`src/hw/psil_pkg.sv`:
```
package psil_pkg;
  // Register offsets
  localparam logic [7:0] FAULT_ADDR = 8'h2e;
  localparam logic [7:0] LIVE_STATUS_ADDR = 8'h2f;
  localparam logic [7:0] PIN1_SOURCE_MASK_ADDR = 8'h30;
  localparam logic [7:0] PIN2_SOURCE_MASK_ADDR = 8'h31;
  localparam logic [7:0] IRQ_ENABLE_LOW_ADDR = 8'h32;
  localparam logic [7:0] IRQ_ENABLE_HIGH_ADDR = 8'h33;
  localparam logic [7:0] IRQ_FLAGS_LOW_ADDR = 8'h34;
  localparam logic [7:0] IRQ_FLAGS_HIGH_ADDR = 8'h35;
  localparam logic [7:0] SHIP_REQUEST_ADDR = 8'h36;

  // Field positions
  localparam int THERMAL_FAULT_BIT = 0;
  localparam int BUTTON_HELD_BIT = 5;
  localparam int CHARGE_DONE_BIT = 4;
  localparam int BUS_POWER_BIT = 3;
  localparam int BATTERY_BIT = 2;
  localparam int BUCKBOOST_GOOD_BIT = 1;
  localparam int BUCK_GOOD_BIT = 0;
  localparam int POLARITY_BIT = 7;
  localparam int ACCUM_FLAG_BIT = 6;
  localparam int BUTTON_FLAG_BIT = 7;
  localparam int WATCHDOG_FLAG_BIT = 6;
  localparam int BUCK_FLAG_BIT = 5;
  localparam int BUCKBOOST_FLAG_BIT = 4;
  localparam int SHIP_BIT = 0;

  // Implemented-bit masks; the rest read as zero
  localparam logic [7:0] FAULT_USED = 8'hf5;
  localparam logic [7:0] SOURCE_MASK_USED = 8'h9f;
  localparam logic [7:0] HIGH_IRQ_USED = 8'hf0;
  localparam logic [7:0] SHIP_USED = 8'h01;

  // Reset values; factory-set fields come up as this neutral value
  localparam logic [7:0] PIN1_SOURCE_MASK_RESET = 8'h00;
  localparam logic [7:0] PIN2_SOURCE_MASK_RESET = 8'h00;
  localparam logic [7:0] IRQ_ENABLE_LOW_RESET = 8'h00;
  localparam logic [7:0] IRQ_ENABLE_HIGH_RESET = 8'h00;
  localparam logic [7:0] SHIP_REQUEST_RESET = 8'h00;

  // Timing
  localparam int CLK_PERIOD_NS = 100;
  localparam int BUTTON_DEGLITCH_NS = 50000;
  localparam int BUTTON_DEGLITCH_CYCLES = (BUTTON_DEGLITCH_NS + CLK_PERIOD_NS - 1) / CLK_PERIOD_NS;
  localparam int DG_CNT_W = 10;
  localparam int ACCUM_W = 12;
endpackage

```
`src/hw/psil_top.sv`:
```
`timescale 1ns/1ps
// Function
// - Fault bits clear by write-one or power cycle
// - Thermal shutdown sets fault bit zero
// - Status bit five: button held past deglitch
// - Status bit four: charge complete state
// - Status bit three: bus power in window
// - Status bit two: battery ok, gauge enabled
// - Status bit one: buck-boost good, fixed mode
// - Status bit zero: buck good
// - Pin A polarity from mask bit seven
// - Pin A ORs masked status sources
// - Pin B polarity bit, default zero
// - Pin B separate mask, default zero
// - Buck mask ignored in load-switch mode
// - Low enable register, eight causes
// - High enable register, four causes
// - Low flags set; accumulator overflow at 4096
// - Reading a flag register clears it
// - High flags: button, watchdog, buck, buck-boost
// - Buck good change raises buck flag
// - Ship bit zero requests shipment mode
module psil_top (
  input wire logic clk_sys_in,
  input wire logic rst_n_in,
  input wire logic ce_in,
  input wire logic [7:0] reg_addr_in,
  input wire logic reg_wr_in,
  input wire logic reg_rd_in,
  input wire logic [7:0] reg_wdata_in,
  output logic [7:0] reg_rdata_out,
  input wire logic bus_power_present_in,
  input wire logic bus_power_in_window_in,
  input wire logic charge_done_in,
  input wire logic battery_above_weak_in,
  input wire logic fuel_gauge_en_in,
  input wire logic buckboost_power_good_in,
  input wire logic buckboost_fixed_mode_in,
  input wire logic buck_power_good_in,
  input wire logic buck_load_switch_in,
  input wire logic manual_reset_button_n_in,
  input wire logic thermal_shutdown_fault_in,
  input wire logic [7:0] fault_events_in,
  input wire logic [7:0] low_irq_events_in,
  input wire logic accum_step_in,
  input wire logic watchdog_alarm_in,
  output logic good_pin_a_out,
  output logic good_pin_b_out,
  output logic irq_out,
  output logic ship_state_request_out
);

  logic [7:0] fault_r;
  logic [7:0] pin1_mask_r;
  logic [7:0] pin2_mask_r;
  logic [7:0] en_low_r;
  logic [7:0] en_high_r;
  logic [7:0] flags_low_r;
  logic [7:0] flags_high_r;
  logic [7:0] ship_r;
  logic [psil_pkg::DG_CNT_W-1:0] dg_cnt_r;
  logic button_held_r;
  logic button_held_d_r;
  logic [psil_pkg::ACCUM_W-1:0] accum_r;
  logic bus_present_d_r;
  logic buck_good_d_r;
  logic buckboost_good_d_r;
  logic [7:0] status;
  logic [7:0] read_mux;
  logic [7:0] fault_set;
  logic [7:0] low_set;
  logic [7:0] high_set;
  logic bus_power_lost;
  logic accum_wrap;
  logic [4:0] pin_sources;

  //////////////////////////////////////////////////////////////////////
  // Live status
  always_comb begin
    status = 8'h00;
    status[psil_pkg::BUTTON_HELD_BIT] = button_held_r;
    status[psil_pkg::CHARGE_DONE_BIT] = charge_done_in;
    status[psil_pkg::BUS_POWER_BIT] = bus_power_in_window_in;
    status[psil_pkg::BATTERY_BIT] = battery_above_weak_in & fuel_gauge_en_in;
    status[psil_pkg::BUCKBOOST_GOOD_BIT] = buckboost_power_good_in & buckboost_fixed_mode_in;
    status[psil_pkg::BUCK_GOOD_BIT] = buck_power_good_in;
  end

  // Button must stay low for the full deglitch time before it counts
  always_ff @(posedge clk_sys_in or negedge rst_n_in) begin
    if (!rst_n_in) begin
      dg_cnt_r <= '0;
      button_held_r <= 1'b0;
    end else if (ce_in) begin
      if (manual_reset_button_n_in) begin
        dg_cnt_r <= '0;
        button_held_r <= 1'b0;
      end else if (dg_cnt_r == psil_pkg::DG_CNT_W'(psil_pkg::BUTTON_DEGLITCH_CYCLES)) begin
        button_held_r <= 1'b1;
      end else begin
        dg_cnt_r <= dg_cnt_r + 1'b1;
      end
    end
  end

  //////////////////////////////////////////////////////////////////////
  // Event detection
  always_ff @(posedge clk_sys_in or negedge rst_n_in) begin
    if (!rst_n_in) begin
      button_held_d_r <= 1'b0;
      bus_present_d_r <= 1'b0;
      buck_good_d_r <= 1'b0;
      buckboost_good_d_r <= 1'b0;
      accum_r <= '0;
    end else if (ce_in) begin
      button_held_d_r <= button_held_r;
      bus_present_d_r <= bus_power_present_in;
      buck_good_d_r <= status[psil_pkg::BUCK_GOOD_BIT];
      buckboost_good_d_r <= status[psil_pkg::BUCKBOOST_GOOD_BIT];
      if (accum_step_in) begin
        accum_r <= accum_r + 1'b1;
      end
    end
  end

  assign accum_wrap = accum_step_in & (&accum_r);
  assign bus_power_lost = bus_present_d_r & ~bus_power_present_in;

  always_comb begin
    fault_set = fault_events_in & psil_pkg::FAULT_USED;
    fault_set[psil_pkg::THERMAL_FAULT_BIT] = thermal_shutdown_fault_in;
    low_set = low_irq_events_in;
    low_set[psil_pkg::ACCUM_FLAG_BIT] = accum_wrap;
    high_set = 8'h00;
    high_set[psil_pkg::BUTTON_FLAG_BIT] = button_held_r & ~button_held_d_r;
    high_set[psil_pkg::WATCHDOG_FLAG_BIT] = watchdog_alarm_in;
    high_set[psil_pkg::BUCK_FLAG_BIT] = status[psil_pkg::BUCK_GOOD_BIT] ^ buck_good_d_r;
    high_set[psil_pkg::BUCKBOOST_FLAG_BIT] = status[psil_pkg::BUCKBOOST_GOOD_BIT] ^ buckboost_good_d_r;
  end

  //////////////////////////////////////////////////////////////////////
  // Fault register: new faults win over a clear in the same cycle
  always_ff @(posedge clk_sys_in or negedge rst_n_in) begin
    if (!rst_n_in) begin
      fault_r <= 8'h00;
    end else if (ce_in) begin
      if (bus_power_lost) begin
        fault_r <= fault_set;
      end else if (reg_wr_in && reg_addr_in == psil_pkg::FAULT_ADDR) begin
        fault_r <= (fault_r & ~reg_wdata_in) | fault_set;
      end else begin
        fault_r <= fault_r | fault_set;
      end
    end
  end

  //////////////////////////////////////////////////////////////////////
  // Writable configuration
  always_ff @(posedge clk_sys_in or negedge rst_n_in) begin
    if (!rst_n_in) begin
      pin1_mask_r <= psil_pkg::PIN1_SOURCE_MASK_RESET;
      pin2_mask_r <= psil_pkg::PIN2_SOURCE_MASK_RESET;
      en_low_r <= psil_pkg::IRQ_ENABLE_LOW_RESET;
      en_high_r <= psil_pkg::IRQ_ENABLE_HIGH_RESET;
      ship_r <= psil_pkg::SHIP_REQUEST_RESET;
    end else if (ce_in && reg_wr_in) begin
      case (reg_addr_in)
        psil_pkg::PIN1_SOURCE_MASK_ADDR: pin1_mask_r <= reg_wdata_in & psil_pkg::SOURCE_MASK_USED;
        psil_pkg::PIN2_SOURCE_MASK_ADDR: pin2_mask_r <= reg_wdata_in & psil_pkg::SOURCE_MASK_USED;
        psil_pkg::IRQ_ENABLE_LOW_ADDR: en_low_r <= reg_wdata_in;
        psil_pkg::IRQ_ENABLE_HIGH_ADDR: en_high_r <= reg_wdata_in & psil_pkg::HIGH_IRQ_USED;
        psil_pkg::SHIP_REQUEST_ADDR: ship_r <= reg_wdata_in & psil_pkg::SHIP_USED;
        default: ;
      endcase
    end
  end

  //////////////////////////////////////////////////////////////////////
  // Flags: read clears, but an event in the read cycle survives
  always_ff @(posedge clk_sys_in or negedge rst_n_in) begin
    if (!rst_n_in) begin
      flags_low_r <= 8'h00;
      flags_high_r <= 8'h00;
    end else if (ce_in) begin
      if (reg_rd_in && reg_addr_in == psil_pkg::IRQ_FLAGS_LOW_ADDR) begin
        flags_low_r <= low_set;
      end else begin
        flags_low_r <= flags_low_r | low_set;
      end
      if (reg_rd_in && reg_addr_in == psil_pkg::IRQ_FLAGS_HIGH_ADDR) begin
        flags_high_r <= high_set;
      end else begin
        flags_high_r <= flags_high_r | high_set;
      end
    end
  end

  //////////////////////////////////////////////////////////////////////
  // Read data
  always_comb begin
    case (reg_addr_in)
      psil_pkg::FAULT_ADDR: read_mux = fault_r;
      psil_pkg::LIVE_STATUS_ADDR: read_mux = status;
      psil_pkg::PIN1_SOURCE_MASK_ADDR: read_mux = pin1_mask_r;
      psil_pkg::PIN2_SOURCE_MASK_ADDR: read_mux = pin2_mask_r;
      psil_pkg::IRQ_ENABLE_LOW_ADDR: read_mux = en_low_r;
      psil_pkg::IRQ_ENABLE_HIGH_ADDR: read_mux = en_high_r;
      psil_pkg::IRQ_FLAGS_LOW_ADDR: read_mux = flags_low_r;
      psil_pkg::IRQ_FLAGS_HIGH_ADDR: read_mux = flags_high_r;
      psil_pkg::SHIP_REQUEST_ADDR: read_mux = ship_r;
      default: read_mux = 8'h00;
    endcase
  end

  always_ff @(posedge clk_sys_in or negedge rst_n_in) begin
    if (!rst_n_in) begin
      reg_rdata_out <= 8'h00;
    end else if (ce_in && reg_rd_in) begin
      reg_rdata_out <= read_mux;
    end
  end

  //////////////////////////////////////////////////////////////////////
  // Output pins
  always_comb begin
    pin_sources = status[4:0];
    if (buck_load_switch_in) begin
      pin_sources[psil_pkg::BUCK_GOOD_BIT] = 1'b0;
    end
  end

  always_ff @(posedge clk_sys_in or negedge rst_n_in) begin
    if (!rst_n_in) begin
      good_pin_a_out <= 1'b0;
      good_pin_b_out <= 1'b0;
      irq_out <= 1'b0;
      ship_state_request_out <= 1'b0;
    end else if (ce_in) begin
      good_pin_a_out <= (|(pin_sources & pin1_mask_r[4:0])) ^ pin1_mask_r[psil_pkg::POLARITY_BIT];
      good_pin_b_out <= (|(pin_sources & pin2_mask_r[4:0])) ^ pin2_mask_r[psil_pkg::POLARITY_BIT];
      irq_out <= |{flags_low_r & en_low_r, flags_high_r & en_high_r};
      ship_state_request_out <= ship_r[psil_pkg::SHIP_BIT];
    end
  end

endmodule

```
`config.mk`:
```
export PLATFORM = sky130hd
export DESIGN_NAME = psil_top
export DESIGN_NICKNAME = d
export VERILOG_FILES = /design/src/hw/psil_pkg.sv /design/src/hw/psil_top.sv
export SDC_FILE = /design/constraint.sdc
export NUM_CORES = 1
export LEC_CHECK = 0
export ABC_AREA = 0
export BUFFER_PORTS_ARGS = -buffer_cell sky130_fd_sc_hd__buf_2
export CORE_MARGIN = 10
export CORE_UTILIZATION = 45
export CTS_CLUSTER_SIZE = 20
export DETAILED_ROUTE_END_ITERATION = 10
export PLACE_DENSITY = 0.75
export SYNTH_ARGS = -nofsm -noshare
export SYNTH_HDL_FRONTEND = slang
export SYNTH_SLANG_ARGS = --single-unit
export TNS_END_PERCENT = 5
```
`constraint.sdc`:
```
create_clock -name clk_sys_in -period 1.9 [get_ports clk_sys_in]
set_input_delay 0.285 -clock clk_sys_in [delete_from_list [all_inputs] [get_ports clk_sys_in]]
set_output_delay 0.285 -clock clk_sys_in [all_outputs]
set_load 0.05 [all_outputs]
```
==> results.md <==
- The async set-reset flop share out of synthesis is 1.00.
- The worst path in the final design needs a cycle of 1650 ps, including I/O delays and setup.
- The total of fill cells in the finished design is 783.
- Of the total power, registers draw 0.517.
- The tree built by TritonCTS fans out to 84 sinks.
- Among cell families on the critical path, the largest total delay comes from simple AND/OR/NAND/NOR gates.
- Routability-driven placement finished with a final weighted congestion of around 0.97.
- The analysis attributes to net switching a power of approximately 1100 uW.
- The final HPWL from detailed placement is between 8 and 9 mm.
- CTS built an H-tree with a depth of 3.
- TritonCTS built the clock tree.
- The kind of path behind the tightest hold check is in2reg.
- The insertion delay to the later sink of the worst-skew pair is 360 ps.
- The most instantiated flip-flop cell in the synthesis netlist is dfrtp_1.
- The relative slew slack is 0.621.
- The first global-routing pass estimated 17.9 mm of wire.
- Synthesis inferred between 80 and 90 register bits.
- The width of the die is ~120 um.
- The arrival time at the worst endpoint is roughly 1900 ps.
- The pre-CTS worst setup slack is -73.1 ps.
- Across the VDD grid, the largest voltage drop is 388 uV.
- Of the total power, combinational logic draws 0.135.
- The area after detailed placement is approximately 4700 um^2.
- The fmax is 608 MHz.
- The clock-pin slew reported for the worst setup and hold paths after clock tree synthesis is around 80 ps.
- The portion of the post-synthesis area used by sequential elements is 0.503.
- The cell area after layout is 4960 um^2.
- The netlist uses 51 different library cells.
- Counting every instance in the synthesized netlist gives between 300 and 400.
- The count of nets left with antenna violations once routing finished came out at 0.
- Dividing the detail-routed wire length by the instance count gives between 15 and 20 um.
- The cts-stage hold buffer count is 1.
- The setup slack after layout is 254 ps.
- After synthesis, the mean cell area works out to approximately 11 um^2.
- The routed design has roughly 11 mm of wire.
- The sort of element at the end of the critical path is a register.
- The floorplan die area is about 14000 um^2.
- Counting every net in the synthesized netlist gives between 400 and 500.
- Port buffering added 57 buffers.
- The number of synthesis warnings is 0.
- The clock arrives with 7.39 ps of skew.
- The core region is around 9200 um^2.
- At the pin with the least slew margin, the transition time is 568 ps.
- The number of buffer and inverter stages on the critical path is 3.
- Of all nets on the critical path, the largest fanout is 6.
- Max-cap violations in this run came to 0.
- The number of placement rows is 35.
- After detailed routing, the number of remaining DRC violations is 0.
- The via count of the first global-routing pass is 3516.
- In this run the clock root is driven by a clkbuf_8.
- The global-route total usage across every layer is 0.168.
- The first detailed-routing pass ran for 5 iterations.
- In this run the power density over the cells is approximately 810 nW/um^2.
- The final antenna diode count is 0.
- The clock share of power is 0.347.
- The worst setup path is of the in2reg kind.
- The number of max-slew violations in the final report was 0.
- Summed over all layers, the global routing overflow is 0.
- The number of antenna violations at the first check in global routing is 0.
- In this run, post-CTS repair resized a total of 0 instances.
- The share of cells above drive strength 1 is 0.313.
- The effective utilization at floorplan is 0.457.
- From bottom edge to top edge, the die measures ~120 um.
- The final cycle utilization of the critical path is 0.866.
- The flow ran to the end, and the final reports show no timing, DRC or antenna violations.
- Dividing the detail-routed via count by the number of cells gives about 6.0.
- The critical path's largest stage delay is roughly 500 ps.
- The number of ports placed on the die boundary is 62.
- The net count of the finished layout is 503.
- The number of clock buffers inserted by TritonCTS is 9.
- The pin count of the biggest net entering global routing is 43.
- Yosys mapped a number of flops with a built-in enable equal to 0.
- Summing every instance area after synthesis gives between 4000 and 5000 um^2.
- The type of element launching the critical path is a primary input.
- The number of DRC violations after detailed-routing iteration 0 is between 200 and 300.
- The synthesis-to-layout area growth is 18.8%.
- Setup repair after global routing left no endpoint under its margin.
- The slowest stage of the critical path belongs to the cell or3b_1.
- The hold violation total from the final report came to 0.
- Setup violations remaining at the end of the flow were counted as 0.
- Traced cell by cell, the critical path runs through buf_2 -> or3b_1 -> buf_4 -> nor4_4 -> buf_4 -> a22o_1 -> a31oi_1 -> o21ai_0.
- Of the total power, the share spent switching nets is 0.268.
- The leakage power of the design is 0.00236 uW.
- Power comes to ~4000 uW.
- The cell repeated most along the worst path is buf_4.
- Post-CTS timing repair inserted 0 buffers for setup.
- The number of buffers on the longest clock path is 2.
- The detailed-route via count is approximately 3400.
- The required time reported for the critical path endpoint is approximately 2200 ps.
- The internal power of the cells totals just under 3000 uW.
[power by group through the flow]
stage | Sequential (uW) | Clock (uW) | Combinational (uW)
CTS | 2080 | 1420 | 547
detailed placement | 2120 | 0 | 544
global placement | 2100 | 0 | 518
global route | 2110 | 1490 | 604
finish | 2080 | 1400 | 544
floorplan | 2100 | 0 | 313
[routing by layer]
metal  GRT usage  vias up  routed length [um]
li1            -     1557                   -
met1       0.215     1643                4710
met2       0.269      152                5170
met3      0.0293       24                 846
met4      0.0817        0                 275
met5           0        -                   0
[final timing paths]
check                                    from                to  slack, ps  cells past startpoint
setup / recovery               reg_addr_in[7]  reg_rdata_out[0]        250                      8
max in group asynchronous            rst_n_in    flags_low_r[5]        850                      3
hold / removal             fault_events_in[2]        fault_r[2]        140                      2
hold reg to reg                    accum_r[8]        accum_r[8]        470                      1
min in group asynchronous            rst_n_in     buck_good_d_r        470                      2
setup reg to reg                 en_high_r[4]  reg_rdata_out[4]        340                      4
[Yosys cell counts, types with 9 or more instances]
| master | count | share of area |
|---|---|---|
| mux2_2 | 35 | 0.094 |
| and3_1 | 11 | 0.016 |
| nand2_1 | 29 | 0.026 |
| dfrtp_1 | 84 | 0.50 |
| a31oi_1 | 9 | 0.013 |
| a22o_1 | 16 | 0.034 |
| xnor2_1 | 10 | 0.021 |
| clkbuf_1 | 11 | 0.0099 |
| nand4_1 | 11 | 0.016 |
| o21ai_0 | 11 | 0.013 |
| inv_1 | 11 | 0.0099 |
| nor2_1 | 10 | 0.0090 |
| nand3_1 | 19 | 0.023 |
[flip-flops by register name, summed over array words and instances (netlist names)]
| register | flops |
|---|---|
| accum_r | 12 |
| buckboost_good_d_r | 1 |
| pin2_mask_r | 6 |
| ship_state_request_out | 1 |
| irq_out | 1 |
| good_pin_b_out | 1 |
| buck_good_d_r | 1 |
| ship_r | 1 |
| flags_high_r | 4 |
| good_pin_a_out | 1 |
| button_held_r | 1 |
| reg_rdata_out | 8 |
| flags_low_r | 8 |
| dg_cnt_r | 10 |
| en_low_r | 8 |
| fault_r | 8 |
| pin1_mask_r | 6 |
| en_high_r | 4 |
| bus_present_d_r | 1 |
| button_held_d_r | 1 |
[placed cells by master, fill, tap and decap left out, drive strengths merged, types with 2 or more instances in the layout]
master,n
a21oi,7
a221o,2
a221oi,4
a222oi,3
a22o,16
a22oi,2
a31oi,9
a32o,7
a32oi,5
and2,2
and3,11
and4,3
buf,85
bufinv,2
clkbuf,11
clkinv,2
dfrtp,84
ha,3
inv,11
mux2,35
mux2i,8
nand2,29
nand2b,3
nand3,20
nand3b,3
nand4,11
nor2,11
nor2b,5
nor3,8
nor3b,4
nor4,3
o21a,3
o21ai,11
o2bb2ai,6
xnor2,10
xor2,5
[kinds of logic (layout without fill, tap and decap cells)]
logic type / Yosys count / count (layout) / share of synthesized area
AND/OR/NAND/NOR: 114 / 114 / 0.155
adder cells (fa/ha/maj): 3 / 3 / 0.00898
multiplexers: 44 / 44 / 0.119
XOR/XNOR: 15 / 15 / 0.0314
AO/OA/AOI/OAI: 82 / 82 / 0.151
buffers and inverters: 30 / 112 / 0.0314
flip-flops: 84 / 84 / 0.503
[per-stage QoR]
step / hold WS [ps] / setup TNS [ps] / std cells / utilization
finish: 143 / 0 / 565 / 0.542
global route: 146 / 0 / 565 / 0.542
detailed placement: 316 / -1540 / 549 / 0.518
global placement: 307 / -374 / 549 / 0.518
CTS: 133 / 0 / 565 / 0.542
floorplan: -10.6 / 0 / 372 / -
[cell type report]
class	count	area (um^2)	share of cell area
Clock buffer	11	141	0.0285
Clock inverter	4	73.8	0.0149
Inverter	11	41.3	0.00832
Multi-Input combinational cell	258	1950	0.392
Sequential cell	84	2100	0.423
Tap cell	111	139	0.0280
Timing Repair Buffer	86	520	0.105
Note: power is estimated with default switching activity, not from simulation.
